[src/supply_pkg.sv]
package supply_pkg;

   // Register indexes; the byte address on the bus is four times the index
   localparam logic [7:0] REG_IDX_REGULATOR = 8'h10;
   localparam logic [7:0] REG_IDX_MONITOR = 8'h11;
   localparam logic [7:0] REG_IDX_IRQ_STATUS = 8'h12;
   localparam logic [7:0] REG_IDX_IRQ_MASK = 8'h13;
   localparam logic [7:0] REG_IDX_POWER = 8'h14;
   localparam int ADDR_W = 10;

   // Regulator register fields
   localparam int ANALOG_BYPASS_BIT = 7;
   localparam int ANALOG_SETTLED_BIT = 6;
   localparam int DIGITAL_BYPASS_BIT = 3;
   localparam int DIGITAL_SETTLED_BIT = 2;

   // Monitor register fields
   localparam int ABOVE_BIT = 5;
   localparam int RANGE_BIT = 4;
   localparam int CODE_W = 4;
   localparam logic [3:0] CODE_RESET = 4'h2;

   // Threshold tables in millivolts
   localparam logic [11:0] HIGH_BASE_MV = 12'd2550;
   localparam logic [11:0] HIGH_STEP_MV = 12'd75;
   localparam logic [11:0] LOW_BASE_MV = 12'd1700;
   localparam logic [11:0] LOW_STEP_MV = 12'd50;

   // Interrupt status bit for the low supply event
   localparam int LOW_EVENT_BIT = 0;

   // Transceiver power states that gate the monitor
   typedef enum logic [1:0] {
      PWR_ACTIVE = 2'h0,
      PWR_ON_RESET = 2'h1,
      PWR_SLEEP = 2'h2,
      PWR_DEEP = 2'h3
   } power_state_t;

   // Analog-side indications
   typedef struct packed {
      logic supply_above;
      logic analog_settled;
      logic digital_settled;
   } analog_status_t;

endpackage

[src/supply_regulator_and_battery_monitor.sv]
// Operation
// - Analog bypass bit 7 set disables the analog regulator; reset zero keeps it on.
// - Analog settled bit 6 shows stable supply; forced one under analog bypass.
// - Digital bypass bit 3 set disables the digital regulator; reset zero keeps it on.
// - Digital settled bit 2 shows stable supply; forced one under digital bypass.
// - Digital settled resets to zero, reads one in practice.
// - Supply compared continuously; dropping below clears ok flag and requests interrupt.
// - Read-only above-threshold bit 5 of monitor register, reset zero.
// - Range bit 4 picks high 75mV steps or low 50mV steps.
// - Threshold code bits 3:0, reset 0x2, linear from 2.550 V or 1.70 V.
// - Interrupt only on one-to-zero transition of above-threshold flag.
// - No interrupt when flag never was one or stays zero after rewrite.
// - Comparison and interrupt inactive in power-on, sleep and deepest sleep.
// - Regulator control and status bits live at register 0x10.
//
// The APB register port was chosen for this implementation.
`timescale 1ns/1ps
`default_nettype none

module supply_regulator_and_battery_monitor (
   // Clock and reset
   input wire logic clk,
   input wire logic rst,
   // APB slave
   input wire logic psel,
   input wire logic penable,
   input wire logic pwrite,
   input wire logic [supply_pkg::ADDR_W-1:0] paddr,
   input wire logic [31:0] pwdata,
   input wire logic [3:0] pstrb,
   output logic [31:0] prdata,
   output logic pready,
   output logic pslverr,
   // Analog front end, asynchronous
   input wire supply_pkg::analog_status_t analog_in,
   // Analog controls
   output logic analog_reg_bypass,
   output logic digital_reg_bypass,
   output logic [11:0] threshold_mv,
   output logic monitor_enable,
   // Interrupt
   output logic irq
);

   // Two-flop synchroniser; first stage read only by second
   supply_pkg::analog_status_t sync1_r, sync2_r;
   always_ff @(posedge clk) begin
      if (rst) begin
         sync1_r <= '0;
         sync2_r <= '0;
      end else begin
         sync1_r <= analog_in;
         sync2_r <= sync1_r;
      end
   end

   // Register state
   logic a_byp_r, a_byp_nxt, d_byp_r, d_byp_nxt;
   logic range_r, range_nxt;
   logic [3:0] code_r, code_nxt;
   logic [1:0] pwr_r, pwr_nxt;
   logic ok_r, ok_nxt;
   logic [7:0] ists_r, ists_nxt, imask_r, imask_nxt;
   logic [31:0] rdata_r, rdata_nxt;

   // Decode
   logic wr_acc, rd_acc, mapped, low_event;
   logic [7:0] idx;
   logic [7:0] reg_val, mon_val, rd_val;
   logic active;
   logic a_ok, d_ok;

   assign idx = paddr[supply_pkg::ADDR_W-1:2];
   assign wr_acc = psel && penable && pwrite && pstrb[0];
   assign rd_acc = psel && penable && !pwrite;
   assign mapped = (idx == supply_pkg::REG_IDX_REGULATOR) || (idx == supply_pkg::REG_IDX_MONITOR)
      || (idx == supply_pkg::REG_IDX_IRQ_STATUS) || (idx == supply_pkg::REG_IDX_IRQ_MASK)
      || (idx == supply_pkg::REG_IDX_POWER);
   // Zero wait states, so the answer always comes in the access cycle
   assign pready = 1'b1;
   assign pslverr = psel && penable && !mapped;

   // Monitor only runs while the transceiver is awake
   assign active = (supply_pkg::power_state_t'(pwr_r) == supply_pkg::PWR_ACTIVE);

   // Settled flags forced high under bypass
   assign a_ok = a_byp_r | sync2_r.analog_settled;
   assign d_ok = d_byp_r | sync2_r.digital_settled;

   // Register images
   always_comb begin
      reg_val = '0;
      reg_val[supply_pkg::ANALOG_BYPASS_BIT] = a_byp_r;
      reg_val[supply_pkg::ANALOG_SETTLED_BIT] = a_ok;
      reg_val[supply_pkg::DIGITAL_BYPASS_BIT] = d_byp_r;
      reg_val[supply_pkg::DIGITAL_SETTLED_BIT] = d_ok;
      mon_val = '0;
      mon_val[supply_pkg::ABOVE_BIT] = ok_r;
      mon_val[supply_pkg::RANGE_BIT] = range_r;
      mon_val[supply_pkg::CODE_W-1:0] = code_r;
      unique case (idx)
         supply_pkg::REG_IDX_REGULATOR: rd_val = reg_val;
         supply_pkg::REG_IDX_MONITOR: rd_val = mon_val;
         supply_pkg::REG_IDX_IRQ_STATUS: rd_val = ists_r;
         supply_pkg::REG_IDX_IRQ_MASK: rd_val = imask_r;
         supply_pkg::REG_IDX_POWER: rd_val = {6'h00, pwr_r};
         default: rd_val = '0;
      endcase
   end

   // Threshold from range and code, linear
   always_comb begin
      if (range_r) begin
         threshold_mv = supply_pkg::HIGH_BASE_MV
            + 12'(supply_pkg::HIGH_STEP_MV * {8'h00, code_r});
      end else begin
         threshold_mv = supply_pkg::LOW_BASE_MV
            + 12'(supply_pkg::LOW_STEP_MV * {8'h00, code_r});
      end
   end

   // Falling edge of ok flag is the only interrupt source
   assign low_event = active && ok_r && !sync2_r.supply_above;

   // Regulator bypass; both clear at reset so the regulators start enabled
   always_comb begin
      a_byp_nxt = a_byp_r;
      d_byp_nxt = d_byp_r;
      if (wr_acc && idx == supply_pkg::REG_IDX_REGULATOR) begin
         a_byp_nxt = pwdata[supply_pkg::ANALOG_BYPASS_BIT];
         d_byp_nxt = pwdata[supply_pkg::DIGITAL_BYPASS_BIT];
      end
   end

   always_ff @(posedge clk) begin
      if (rst) begin
         a_byp_r <= 1'b0;
         d_byp_r <= 1'b0;
      end else begin
         a_byp_r <= a_byp_nxt;
         d_byp_r <= d_byp_nxt;
      end
   end

   // Monitor range and code; the above bit is read-only and ignores writes
   always_comb begin
      range_nxt = range_r;
      code_nxt = code_r;
      if (wr_acc && idx == supply_pkg::REG_IDX_MONITOR) begin
         range_nxt = pwdata[supply_pkg::RANGE_BIT];
         code_nxt = pwdata[supply_pkg::CODE_W-1:0];
      end
   end

   always_ff @(posedge clk) begin
      if (rst) begin
         range_r <= 1'b0;
         code_r <= supply_pkg::CODE_RESET;
      end else begin
         range_r <= range_nxt;
         code_r <= code_nxt;
      end
   end

   // Power state; starts in power-on so the monitor waits for software
   always_comb begin
      pwr_nxt = pwr_r;
      if (wr_acc && idx == supply_pkg::REG_IDX_POWER) begin
         pwr_nxt = pwdata[1:0];
      end
   end

   always_ff @(posedge clk) begin
      if (rst) begin
         pwr_r <= supply_pkg::PWR_ON_RESET;
      end else begin
         pwr_r <= pwr_nxt;
      end
   end

   // Flag frozen while asleep, so a drop during sleep raises the event once the monitor is active again
   always_comb begin
      ok_nxt = active ? sync2_r.supply_above : ok_r;
   end

   always_ff @(posedge clk) begin
      if (rst) begin
         ok_r <= 1'b0;
      end else begin
         ok_r <= ok_nxt;
      end
   end

   // Status and mask; a read clears status, but an event in that cycle wins
   always_comb begin
      imask_nxt = imask_r;
      ists_nxt = ists_r;
      if (wr_acc && idx == supply_pkg::REG_IDX_IRQ_MASK) begin
         imask_nxt = pwdata[7:0];
      end
      if (rd_acc && idx == supply_pkg::REG_IDX_IRQ_STATUS) begin
         ists_nxt = '0;
      end
      if (low_event) begin
         ists_nxt[supply_pkg::LOW_EVENT_BIT] = 1'b1;
      end
   end

   always_ff @(posedge clk) begin
      if (rst) begin
         ists_r <= '0;
         imask_r <= '0;
      end else begin
         ists_r <= ists_nxt;
         imask_r <= imask_nxt;
      end
   end

   // Last read value, held on the bus between reads
   always_comb begin
      rdata_nxt = rdata_r;
      if (rd_acc) begin
         rdata_nxt = {24'h00_0000, rd_val};
      end
   end

   always_ff @(posedge clk) begin
      if (rst) begin
         rdata_r <= '0;
      end else begin
         rdata_r <= rdata_nxt;
      end
   end

   // Read data is combinational view of the registered image for same-edge sampling
   assign prdata = (rd_acc) ? {24'h00_0000, rd_val} : rdata_r;
   assign analog_reg_bypass = a_byp_r;
   assign digital_reg_bypass = d_byp_r;
   assign monitor_enable = active;
   assign irq = |(ists_r & imask_r);

   // Checks on regulator bits and settled flags
   AST_ANALOG_BYPASS: assert property (@(posedge clk) disable iff (rst)
      wr_acc && idx == supply_pkg::REG_IDX_REGULATOR
      |=> analog_reg_bypass == $past(pwdata[supply_pkg::ANALOG_BYPASS_BIT]))
      else $error("analog bypass not taken");
   AST_DIGITAL_BYPASS: assert property (@(posedge clk) disable iff (rst)
      wr_acc && idx == supply_pkg::REG_IDX_REGULATOR
      |=> digital_reg_bypass == $past(pwdata[supply_pkg::DIGITAL_BYPASS_BIT]))
      else $error("digital bypass not taken");
   AST_ANALOG_FORCED: assert property (@(posedge clk) disable iff (rst)
      a_byp_r |-> reg_val[supply_pkg::ANALOG_SETTLED_BIT])
      else $error("analog settled not forced");
   AST_DIGITAL_FORCED: assert property (@(posedge clk) disable iff (rst)
      d_byp_r |-> reg_val[supply_pkg::DIGITAL_SETTLED_BIT])
      else $error("digital settled not forced");
   AST_ANALOG_TRACK: assert property (@(posedge clk) disable iff (rst)
      !a_byp_r
      |-> reg_val[supply_pkg::ANALOG_SETTLED_BIT] == sync2_r.analog_settled)
      else $error("analog settled not from supply");
   AST_DIGITAL_TRACK: assert property (@(posedge clk) disable iff (rst)
      !d_byp_r
      |-> reg_val[supply_pkg::DIGITAL_SETTLED_BIT] == sync2_r.digital_settled)
      else $error("digital settled not from supply");
   AST_REG_READ: assert property (@(posedge clk) disable iff (rst)
      rd_acc && idx == supply_pkg::REG_IDX_REGULATOR
      |-> prdata[supply_pkg::ANALOG_BYPASS_BIT] == a_byp_r
         && prdata[supply_pkg::DIGITAL_BYPASS_BIT] == d_byp_r)
      else $error("regulator register not at its index");

   // Checks on the threshold setting
   AST_RANGE_WRITE: assert property (@(posedge clk) disable iff (rst)
      wr_acc && idx == supply_pkg::REG_IDX_MONITOR
      |=> range_r == $past(pwdata[supply_pkg::RANGE_BIT]))
      else $error("range not taken");
   AST_CODE_WRITE: assert property (@(posedge clk) disable iff (rst)
      wr_acc && idx == supply_pkg::REG_IDX_MONITOR
      |=> code_r == $past(pwdata[supply_pkg::CODE_W-1:0]))
      else $error("code not taken");
   AST_THRESH: assert property (@(posedge clk) disable iff (rst)
      range_r && code_r == 4'hF |-> threshold_mv == 12'd3675)
      else $error("threshold table wrong");
   AST_LOW_DEFAULT: assert property (@(posedge clk) disable iff (rst)
      !range_r && code_r == supply_pkg::CODE_RESET
      |-> threshold_mv == 12'd1800)
      else $error("low range default wrong");
   AST_HIGH_BASE: assert property (@(posedge clk) disable iff (rst)
      range_r && code_r == 4'h0
      |-> threshold_mv == supply_pkg::HIGH_BASE_MV)
      else $error("high range base wrong");
   AST_STROBE_OFF: assert property (@(posedge clk) disable iff (rst)
      psel && penable && pwrite && !pstrb[0]
      |=> $stable(code_r) && $stable(range_r) && $stable(a_byp_r))
      else $error("write with byte strobe off took effect");

   // Checks on the flag and the low supply event
   AST_TRACK: assert property (@(posedge clk) disable iff (rst)
      active |=> ok_r == $past(sync2_r.supply_above))
      else $error("flag not tracking");
   AST_ABOVE_READ: assert property (@(posedge clk) disable iff (rst)
      rd_acc && idx == supply_pkg::REG_IDX_MONITOR
      |-> prdata[supply_pkg::ABOVE_BIT] == ok_r)
      else $error("above flag not on read data");
   AST_EVENT_ON_FALL: assert property (@(posedge clk) disable iff (rst)
      $rose(ists_r[supply_pkg::LOW_EVENT_BIT]) |-> $past(ok_r) && !ok_r)
      else $error("event without falling flag");
   AST_SET_WINS: assert property (@(posedge clk) disable iff (rst)
      low_event |=> ists_r[supply_pkg::LOW_EVENT_BIT])
      else $error("event lost");
   AST_NO_EVENT_ZERO: assert property (@(posedge clk) disable iff (rst)
      !ok_r && !ists_r[supply_pkg::LOW_EVENT_BIT] ##1 !ok_r
      |-> !ists_r[supply_pkg::LOW_EVENT_BIT])
      else $error("event while flag low");
   AST_SLEEP_QUIET: assert property (@(posedge clk) disable iff (rst)
      !active |=> ok_r == $past(ok_r))
      else $error("monitor active while asleep");
   AST_NO_EVENT_ASLEEP: assert property (@(posedge clk) disable iff (rst)
      !active |=> !$rose(ists_r[supply_pkg::LOW_EVENT_BIT]))
      else $error("event while asleep");
   AST_IRQ_LEVEL: assert property (@(posedge clk) disable iff (rst)
      ists_r[supply_pkg::LOW_EVENT_BIT] && imask_r[supply_pkg::LOW_EVENT_BIT] |-> irq)
      else $error("unmasked event without interrupt");
   AST_READ_CLEAR: assert property (@(posedge clk) disable iff (rst)
      rd_acc && idx == supply_pkg::REG_IDX_IRQ_STATUS && !low_event
      |=> ists_r == 8'h00)
      else $error("status not cleared by read");

   // Checks on the bus and the synchroniser
   AST_UPPER_ZERO: assert property (@(posedge clk) disable iff (rst)
      rd_acc |-> prdata[31:8] == 24'h00_0000)
      else $error("upper read bits not zero");
   AST_UNMAPPED: assert property (@(posedge clk) disable iff (rst)
      psel && penable && !mapped |-> pslverr && (pwrite || prdata == 32'h0000_0000))
      else $error("unmapped access not refused");
   AST_SYNC: assert property (@(posedge clk) disable iff (rst)
      ##2 sync2_r == $past(analog_in, 2))
      else $error("synchroniser depth wrong");

   // Main scenarios
   COV_LOW: cover property (@(posedge clk) disable iff (rst) low_event);
   COV_IRQ: cover property (@(posedge clk) disable iff (rst) $rose(irq));
   COV_BYPASS: cover property (@(posedge clk) disable iff (rst) a_byp_r && d_byp_r);
   COV_SLEEP_DROP: cover property (@(posedge clk) disable iff (rst)
      !active && ok_r && !sync2_r.supply_above);
   COV_READ_CLEAR: cover property (@(posedge clk) disable iff (rst)
      rd_acc && idx == supply_pkg::REG_IDX_IRQ_STATUS && ists_r[supply_pkg::LOW_EVENT_BIT]);

endmodule

`default_nettype wire

[config.mk]
export PLATFORM = sky130hd
export DESIGN_NAME = supply_regulator_and_battery_monitor
export DESIGN_NICKNAME = d
export VERILOG_FILES = /design/src/supply_pkg.sv /design/src/supply_regulator_and_battery_monitor.sv
export SDC_FILE = /design/constraint.sdc
export NUM_CORES = 1
export LEC_CHECK = 0
export ABC_AREA = 1
export BUFFER_PORTS_ARGS = -buffer_cell sky130_fd_sc_hd__buf_4
export CAP_MARGIN = 0
export CELL_PAD_IN_SITES_DETAIL_PLACEMENT = 0
export CELL_PAD_IN_SITES_GLOBAL_PLACEMENT = 1
export CORE_UTILIZATION = 39
export DETAILED_ROUTE_END_ITERATION = 8
export GPL_ROUTABILITY_DRIVEN = 0
export HOLD_SLACK_MARGIN = 0.12
export PLACE_DENSITY = 0.95
export SYNTH_ARGS = -nofsm -noshare
export SYNTH_HDL_FRONTEND = slang
export SYNTH_SLANG_ARGS = --single-unit
[constraint.sdc]
create_clock -name clk -period 5.7 [get_ports clk]
set_input_delay 0.285 -clock clk [delete_from_list [all_inputs] [get_ports clk]]
set_output_delay 0.285 -clock clk [all_outputs]
set_load 0.02 [all_outputs]
==> results of run 1 <==
[sequential cells by signal, indices dropped and copies added (netlist names)]
| name | count |
|---|---|
| analog_reg_bypass | 1 |
| code_r | 4 |
| digital_reg_bypass | 1 |
| imask_r | 8 |
| ists_r | 1 |
| ok_r | 1 |
| pwr_r | 2 |
| range_r | 1 |
| rdata_r | 32 |
| sync1_r | 3 |
| sync2_r | 3 |
[routing by layer]
layer  track usage, %  part of all wire, %  routed length [um]
met5                0                    0                   0
met4             8.46                  1.5                 112
met3             2.95                  3.8                 276
met2             28.9                   48                3480
met1             21.1                   47                3400
[worst max-delay path, delay by kind of cell (launching register included)]
kind | cells | cell delay (ps)
buf+inv | 2 | 370
flops | 1 | 520
compound gates | 3 | 320
simple gates | 4 | 290
xor+xnor | 2 | 320
fa+ha+maj | 3 | 1180
[area by class of cell]
cell class | count | area, sq um
fill | 837 | 4190
multi-input combinational | 329 | 1880
sequential | 57 | 1140
timing repair buffer | 73 | 548
inverter | 80 | 300
clock buffer | 12 | 145
tap | 105 | 131
clock inverter | 1 | 5.00
[placed cells by master, fill, tap and decap left out, types with 3 or more instances in the layout]
cell	n
a21o_1	3
a21oi_1	30
a21oi_2	3
buf_4	73
clkbuf_8	10
dfxtp_1	57
ha_1	30
inv_1	78
nand2_1	97
nand2_2	6
nand3_1	26
nand3b_1	3
nand4_1	3
nor2_1	49
nor2_2	3
nor3_1	24
o21ai_0	19
o21ai_1	6
xnor2_1	3
xor2_1	3
[report_power, final]
group | switching, W | internal, W
registers | 0.000000490 | 0.000401
logic | 0.0000271 | 0.0000169
clock network | 0.000139 | 0.000162
[cells by family after synthesis]
| family | share of synthesized area [%] |
|---|---|
| fa+ha+maj | 12.2 |
| buf+inv | 11.6 |
| compound gates | 11.9 |
| simple gates | 29.2 |
| flops | 33.5 |
| xor+xnor | 1.54 |
| other cells | 0.110 |
[worst paths after layout]
path                startpoint  cells after the start               to  slack [ps]
hold reg to reg     sync1_r[2]                      2       sync2_r[2]         410
setup reg to reg       range_r                      4       rdata_r[4]        4220
hold / removal    analog_in[2]                      3       sync1_r[2]         160
setup / recovery     code_r[2]                     14  threshold_mv[6]        2080
[stage by stage]
stage                     setup WS [ps]  power [W]  hold slack (ps)  utilization (%)
final                              2080   0.000746              156             49.8
after global routing               1840   0.000778              155             49.8
after CTS                          2070   0.000754              145             49.8
after detailed placement           2440   0.000454              396             48.0
after global placement             2470   0.000454              390             48.0
after floorplan                    2800   0.000437              388                -
==> qor.txt, run 1 <==
Status = finished clean
Post-Syn Instances = 483
CTS sink cnt = 57
Ys Warns = 0
Critical-path top delay cell = dfxtp_1
Die height = 95.5 um
Final #Nets = 636
Synth unique cells = 37
Crit end category = primary output
#FFs+latches synth = 57
Max stage delay on crit path = 520 ps
GRT Total Usage = 17.2%
Final Non-Filler Cells = 657
Pleak = 2.06 nW
DR vias/cell = 4.74
Count leader, synth = nand2_1
Number of cells after detailed placement = 644
Layout area overhead = 21.8%
Share of layout cells above drive strength 1 = 19.7%
DRT Wirelength = 7260 um
Fmax = 0.276 GHz
Crit path arrival time = 3330 ps
DRT iter0 DRCs = 77
Setup CP Type = flip-flop to primary output
Unrepaired setup endpoints after global routing = false
CTS root buf = clkbuf_8
Port Buf Inserts = 73
Std-Cell Rows = 33
Gr ovfl total = 0
Worst-Margin Slew = 1150 ps
P per Cell Area = 180 mW/mm^2
Number of global-route vias before repair = 2,813
Crit path time final = 3620 ps
Via Count = 3,113
Nature of the critical path startpoint = flip-flop
Worst EP required = 5410 ps
Ys async rst share = 0%
Post-synth top flop = dfxtp_1
Syn_area_per_cell = 7.06 sq um
CTS resizes = 0
Crit Path Max Fanout = 8
Largest area contributor in the netlist = dfxtp_1
Hold/Removal Path Class = input port to flip-flop
Final Cell Area = 0.00415 sq mm
Post-synth top area share = 33.5%
Crit-path most repeated cell = nand2_1
Slew HR = 23.0%
Peak supply drop = 0.154 mV
Final Skew = 4.85 ps
DR pass1 iterations = 4
Largest net degree at the start of global routing = 59
Clock-pin transition on the worst setup and hold timing paths = 60 ps
Final setup vio count = 0
Dominant cells by area after synthesis = dfxtp_1 33%, ha_1 11%, nand2_1 11%, inv_1 8.6%, nor2_1 5.5%
# diodes = 0
Die area = 0.00912 sq mm
Cell area after placement = 0.00400 sq mm
Die Width = 95.5 um
Initial Util = 40.9%
TritonCTS Buffers = 9
Io pins = 104
Core area = 0.00834 sq mm
Cell breakdown of the critical path = inv_1 -> ha_1 -> xnor2_1 -> xor2_1 -> ha_1 -> fa_1 -> nand2_1 -> nand2_1 -> nand2_1 -> nand2_1 -> a21oi_1 -> o21ai_0 -> o21ai_0 -> buf_4
Syn Nets = 569
Final Hold Violating Endpoints = 0
CTS tree = done
Slew Limit Fails = 0
Clock Path Buffers = 2
Final ANT Viol Nets = 0
Clk Latency, worst-skew pair = 320 ps
Post-synth EDFFs = 0
Setup Fix Bufs, Post-CTS = 0
Initial antenna violation count = 0
Final period utilization = 63.5%
Residual DRC count = 0
H-tree levels = 3
Sequential fraction of the synthesis area = 33.5%
# hold bufs at CTS = 0
Setup TNS = 0 ps
Maximum Capacitance Violations = 0
Routed length per instance = 11.1 um
Post-DP HPWL = 5560 um
First-pass GRT wire length = 12,200 um
Synthesized area = 0.00341 sq mm
Synth cell count leaders = 97 x nand2_1, 78 x inv_1, 57 x dfxtp_1
Note: power is estimated with default switching activity, not from simulation.
==> inputs of run 2 (changes only) <==
--- a/config.mk
+++ b/config.mk
@@ -10,11 +10,11 @@
 export CAP_MARGIN = 0
 export CELL_PAD_IN_SITES_DETAIL_PLACEMENT = 0
 export CELL_PAD_IN_SITES_GLOBAL_PLACEMENT = 1
-export CORE_UTILIZATION = 39
+export CORE_UTILIZATION = 36
 export DETAILED_ROUTE_END_ITERATION = 8
 export GPL_ROUTABILITY_DRIVEN = 0
 export HOLD_SLACK_MARGIN = 0.12
-export PLACE_DENSITY = 0.95
+export PLACE_DENSITY = 0.89
 export SYNTH_ARGS = -nofsm -noshare
 export SYNTH_HDL_FRONTEND = slang
 export SYNTH_SLANG_ARGS = --single-unit
==> constraint.sdc (replaced) <==
create_clock -name clk -period 3.7 [get_ports clk]
set_input_delay 0.185 -clock clk [delete_from_list [all_inputs] [get_ports clk]]
set_output_delay 0.185 -clock clk [all_outputs]
set_load 0.02 [all_outputs]
==> run 2 against run 1 <==
Against the previous run:
- die area is 8.2% higher
- largest cell class unchanged
- critical path type unchanged
- largest power group unchanged
- critical endpoint unchanged
- non-clock buffer count is 8 higher
- via count is 0.48% higher
- core utilization is 3.4 points lower
- clock skew is 1.2 ps lower
- sequential cell count stayed put
==> qor.txt, run 2 (same netlist as run 1, synthesis figures left out) <==
Worst EP required = 3510 ps
GRT Total Usage = 15.9%
Final period utilization = 88.4%
Initial Util = 37.1%
DR vias/cell = 4.65
Slew Limit Fails = 0
Clock-pin transition on the worst setup and hold timing paths = 60 ps
Final Non-Filler Cells = 673
Share of layout cells above drive strength 1 = 20.3%
Final setup vio count = 0
Number of global-route vias before repair = 2,812
Number of cells after detailed placement = 652
R2r worst-path depth = 4
Commonest cells after routing, fill and taps aside = 97 x nand2_1, 78 x inv_1, 75 x buf_4
Largest net degree at the start of global routing = 59
Buf/Inv on CP = 1
CTS tree = done
Top Registers = rdata_r: 32 flops, imask_r: 8 flops, code_r: 4 flops
Peak supply drop = 0.218 mV
Setup slack after layout = 428 ps
Layout area overhead = 25.1%
Unrepaired setup endpoints after global routing = false
Fmax = 0.306 GHz
Worst-Margin Slew = 548 ps
Crit path time final = 3270 ps
Pleak = 2.11 nW
Maximum Capacitance Violations = 0
Final Skew = 3.62 ps
Gr ovfl total = 0
Slew HR = 63.4%
CP top delay family = adder cells
Die height = 99.3 um
DP Worst Slack = 768 ps
Hold WS = 130 ps
Hold/Removal Path Class = input port to flip-flop
DR pass1 iterations = 4
Core area = 0.00920 sq mm
CTS sink cnt = 57
DRT iter0 DRCs = 82
Crit end category = primary output
Port Buf Inserts = 73
Number of stages on the worst setup path = 13
Commonest non-fill, non-tap cell in the layout = nand2_1
Post-DP HPWL = 5800 um
Cell area after placement = 0.00403 sq mm
Clock Path Buffers = 2
P per Cell Area = 284 mW/mm^2
Crit-path most repeated cell = nand2_1
H-tree levels = 3
# diodes = 0
Std-Cell Rows = 35
CTS root buf = clkbuf_8
Io pins = 104
Via Count = 3,128
Status = finished clean
Final Cell Area = 0.00427 sq mm
Critical-path top delay cell = dfxtp_1
Crit path arrival time = 3090 ps
TritonCTS Buffers = 9
Crit Path Max Fanout = 10
Setup TNS = 0 ps
Final Hold Violating Endpoints = 0
Largest register FFs = 32
Hold Path Depth = 3
Setup CP Type = flip-flop to primary output
DRT Wirelength = 7580 um
Nature of the critical path startpoint = flip-flop
First-pass GRT wire length = 12,700 um
Die Width = 99.3 um
Largest Register = rdata_r
Final #Nets = 644
Routed length per instance = 11.3 um
Final ANT Viol Nets = 0
Clk Latency, worst-skew pair = 320 ps
Die area = 0.00986 sq mm
Initial antenna violation count = 0
Max stage delay on crit path = 540 ps
Residual DRC count = 0
Cell breakdown of the critical path = ha_1 -> xnor2_1 -> xor2_1 -> ha_1 -> fa_1 -> nand2_1 -> nand2_1 -> nand2_1 -> nand2_1 -> a21oi_1 -> o21ai_0 -> o21ai_0 -> buf_4
## run 2: cell count changes in the layout (fill, tap and decap cells not counted), sizes merged
cell | previous run | this run
buf | 73 | 75
dlygate4sd3 | 0 | 6
clkinvlp | 0 | 1
clkbuf | 12 | 13
## run 2: path summary, 6_finish.rpt
check | slack, ps | startpoint | to
worst max-delay path | 430 | code_r[3] | threshold_mv[6]
worst min-delay path | 130 | pwdata[7] | analog_reg_bypass
worst max register to register | 2220 | range_r | rdata_r[4]
worst min register to register | 400 | sync1_r[0] | sync2_r[0]
## run 2: final cells by class
| type | instances | area, sq um |
|---|---|---|
| fill | 942 | 4930 |
| inverter | 80 | 300 |
| sequential | 57 | 1140 |
| multi-input combinational | 329 | 1880 |
| timing repair buffer | 81 | 623 |
| tap | 111 | 139 |
| clock buffer | 13 | 169 |
| clock inverter | 2 | 12.5 |
## run 2: worst register-to-register path: stages, from the launching register on
cell and delay, ps:
dfxtp_1 620, inv_1 350, o22ai_2 230, nand2_2 90, a21oi_2 130
## run 2: timing repair
item | in CTS | in global routing
setup buffers | 0 | 0
resized for setup | 0 | 0
hold endpoints to repair | 6 | 0
hold buffers | 6 | 0
## run 2: report_power, final
| part | switching (W) | leakage [nW] | internal, W | total [W] |
|---|---|---|---|---|
| registers | 0.000000738 | 0.460 | 0.000617 | 0.000618 |
| logic | 0.0000436 | 1.56 | 0.0000306 | 0.0000743 |
| clock network | 0.000229 | 0.0915 | 0.000293 | 0.000522 |
| total | 0.000273 | 2.11 | 0.000941 | 0.00121 |
## run 2: per-stage QoR
| step | total power [W] | utilization (%) |
|---|---|---|
| CTS | 0.00123 | 46.4 |
| global placement | 0.000700 | 43.8 |
| floorplan | 0.000673 | - |
| global route | 0.00127 | 46.4 |
| finish | 0.00121 | 46.4 |
| detailed placement | 0.000701 | 43.8 |
## run 2: per-layer routing
metal / global-route usage, % / part of all wire [%]
met2: 25.8 / 47
met3: 3.16 / 5.1
met5: 0 / 0
met4: 5.09 / 1.1
met1: 21.2 / 47
==> inputs of run 3 (changes only) <==
--- a/config.mk
+++ b/config.mk
@@ -5,16 +5,15 @@
 export SDC_FILE = /design/constraint.sdc
 export NUM_CORES = 1
 export LEC_CHECK = 0
-export ABC_AREA = 1
 export BUFFER_PORTS_ARGS = -buffer_cell sky130_fd_sc_hd__buf_4
 export CAP_MARGIN = 0
 export CELL_PAD_IN_SITES_DETAIL_PLACEMENT = 0
 export CELL_PAD_IN_SITES_GLOBAL_PLACEMENT = 1
-export CORE_UTILIZATION = 36
+export CORE_UTILIZATION = 37
 export DETAILED_ROUTE_END_ITERATION = 8
 export GPL_ROUTABILITY_DRIVEN = 0
 export HOLD_SLACK_MARGIN = 0.12
-export PLACE_DENSITY = 0.89
+export PLACE_DENSITY_LB_ADDON = 0.1
 export SYNTH_ARGS = -nofsm -noshare
 export SYNTH_HDL_FRONTEND = slang
 export SYNTH_SLANG_ARGS = --single-unit
==> run 3 against run 2 <==
Against the previous run:
- area after synthesis fell by 4.5%
- first-iteration DRC count rose by 32%
- core utilization rose by 4.2 points
- global-route usage rose by 0.38 points
- non-clock buffer count rose by 7
- routed wire length fell by 4.7%
- clock power rose by 36%
- sequential power barely moved
- worst setup slack got worse by 200 ps
- fmax fell by 5.8%
- sequential cell count did not move
==> qor.txt, run 3 <==
Final #Nets = 532
DR pass1 iterations = 4
Share of layout cells above drive strength 1 = 22.8%
Crit Path Max Fanout = 4
DR vias/cell = 4.86
Top Usage Layer GRT = met2
Final setup vio count = 0
Die area = 0.00918 sq mm
R2r worst-path depth = 4
Critical-path top delay cell = fa_1
Crit path time final = 3470 ps
Setup TNS = 0 ps
# diodes = 0
Pleak = 2.11 nW
Nature of the critical path startpoint = flip-flop
Fmax = 0.288 GHz
R2r startpoint = code_r[0]
Number of cells after detailed placement = 529
Ys async rst share = 0%
GRT Total Usage = 16.3%
Crit end category = primary output
Ys Warns = 0
Peak supply drop = 0.231 mV
Io pins = 104
Unrepaired setup endpoints after global routing = false
Hold Path Depth = 4
Final Skew = 7.48 ps
H-tree levels = 3
Crit path arrival time = 3290 ps
Met3 Use GR = 3.79%
Largest net degree at the start of global routing = 60
Synthesized area = 0.00326 sq mm
Hold Crit Endpoint = analog_reg_bypass
Slew HR = 46.0%
Maximum Capacitance Violations = 0
DRT iter0 DRCs = 108
Gr ovfl total = 0
Post-DP HPWL = 5410 um
Final Hold Violating Endpoints = 0
Post-synth top flop = dfxtp_1
Dominant cells by area after synthesis = dfxtp_1 35%, ha_1 12%, and2_1 6.0%, mux2i_1 5.5%, and3_1 4.8%
Largest register FFs = 32
Worst EP required = 3510 ps
Largest area contributor in the netlist = dfxtp_1
Max stage delay on crit path = 460 ps
P per Cell Area = 330 mW/mm^2
Die height = 95.8 um
Sequential fraction of the synthesis area = 35.0%
Clk Latency, worst-skew pair = 320 ps
Final ANT Viol Nets = 0
Met1 Use GR = 22.8%
Top Registers = rdata_r: 32 flops, imask_r: 8 flops, code_r: 4 flops
First-pass GRT wire length = 11,400 um
Status = finished clean
Post-synth EDFFs = 0
Final Non-Filler Cells = 556
Final period utilization = 93.9%
#FFs+latches synth = 57
Slew Limit Fails = 0
Synth cell count leaders = 57 x dfxtp_1, 31 x and2_1, 30 x ha_1
Hold/Removal Path Class = input port to flip-flop
Die Width = 95.8 um
Syn_area_per_cell = 8.87 sq um
R2r setup slk = 2390 ps
DRT Wirelength = 7230 um
Initial Util = 38.8%
Largest Register = rdata_r
Routed length per instance = 13.0 um
RR Endpoint = rdata_r[0]
Initial antenna violation count = 0
TritonCTS Buffers = 9
Commonest cells after routing, fill and taps aside = 77 x buf_4, 57 x dfxtp_1, 31 x and2_1
Clock Path Buffers = 2
Setup CP Type = flip-flop to primary output
Residual DRC count = 0
CTS sink cnt = 57
Core area = 0.00838 sq mm
Hold Path Origin = paddr[8]
Commonest non-fill, non-tap cell in the layout = buf_4
Std-Cell Rows = 33
Fillers = 820
Cell breakdown of the critical path = inv_1 -> ha_1 -> xor2_1 -> xnor2_1 -> ha_1 -> fa_1 -> a211oi_1 -> nor2_1 -> o31ai_2 -> xor2_1 -> o21ai_0 -> buf_4
Post-Syn Instances = 367
Count leader, synth = dfxtp_1
Worst-Margin Slew = 809 ps
Synth unique cells = 47
Post-synth top area share = 35.0%
Met2 GRT Util = 24.5%
CTS tree = done
Layout area overhead = 30.2%
Via Count = 2,703
Clock-pin transition on the worst setup and hold timing paths = 70 ps
Port Buf Inserts = 73
Number of global-route vias before repair = 2,338
Syn Nets = 453
CTS root buf = clkbuf_8
## run 3: critical path: cells and delay by family, from the launching register on
family | cells | cell delay, ps
AOI/OAI and AO/OA | 3 | 620
xor gates and xnor gates | 3 | 560
adders and majority gates | 3 | 1130
buffers and inverters | 2 | 210
DFF | 1 | 320
and+or+nand+nor | 1 | 120
## run 3: power breakdown
| group | total [W] | leakage [nW] | internal [W] | switching, W |
|---|---|---|---|---|
| sequential | 0.000617 | 0.460 | 0.000617 | 0.000000655 |
| combinational | 0.0000727 | 1.53 | 0.0000342 | 0.0000386 |
| clock | 0.000708 | 0.120 | 0.000465 | 0.000244 |
## run 3: area by class of cell
class / count / area, sq um / area share [%]
Multi-Input combinational cell: 273 / 1970 / 46.5
Sequential cell: 57 / 1140 / 26.9
Timing Repair Buffer: 88 / 688 / 16.2
Clock buffer: 11 / 141 / 3.34
Tap cell: 105 / 131 / 3.10
Clock inverter: 5 / 103 / 2.42
Inverter: 17 / 63.8 / 1.51
## run 3: how the worst max path moves through the flow
stage | startpoint | end | slack [ps] | cells past startpoint
2_1_floorplan | code_r[2] | threshold_mv[8] | 380 | 11
3_3_place_gp | code_r[2] | threshold_mv[8] | 550 | 12
3_5_place_dp | code_r[2] | threshold_mv[8] | 550 | 12
4_1_cts | code_r[2] | threshold_mv[8] | 200 | 12
5_1_grt | code_r[2] | threshold_mv[8] | 30 | 12
6_report | code_r[2] | threshold_mv[8] | 230 | 12
## run 3: layer usage
layer / vias to the layer above / wire [um]
met4: 0 / 21
met3: 2 / 290
met2: 48 / 3250
li1: 1423 / -
met1: 1230 / 3670
met5: - / 0
## run 3: timing repair
action,CTS,global route
gates resized for setup,0,1
setup buffers,0,0
setup endpoints to repair,0,1
hold buffers,11,0
hold endpoints to repair,16,0
## run 3: cells by family (layout without fill, tap and decap cells)
| family | count (synthesis) | in the layout | share of synthesized area, % |
|---|---|---|---|
| flip-flops | 57 | 57 | 35.0 |
| AND/OR/NAND/NOR | 143 | 143 | 24.6 |
| AO/OA/AOI/OAI | 62 | 62 | 12.6 |
| XOR/XNOR | 16 | 16 | 4.30 |
| buffers and inverters | 37 | 121 | 4.61 |
| adder cells (fa/ha/maj) | 32 | 32 | 12.8 |
| other | 1 | 1 | 0.115 |
| multiplexers | 19 | 19 | 5.88 |
## run 3: metrics by stage
stage	setup WS (ps)	utilization (%)	hold slack [ps]	power (W)	area [sq um]
finish	225	50.6	221	0.00140	4240
CTS	196	50.5	201	0.00142	4230
global route	27.6	50.6	218	0.00146	4240
global placement	552	46.3	395	0.000695	3880
floorplan	376	-	313	0.000665	3260
detailed placement	553	46.3	406	0.000695	3880
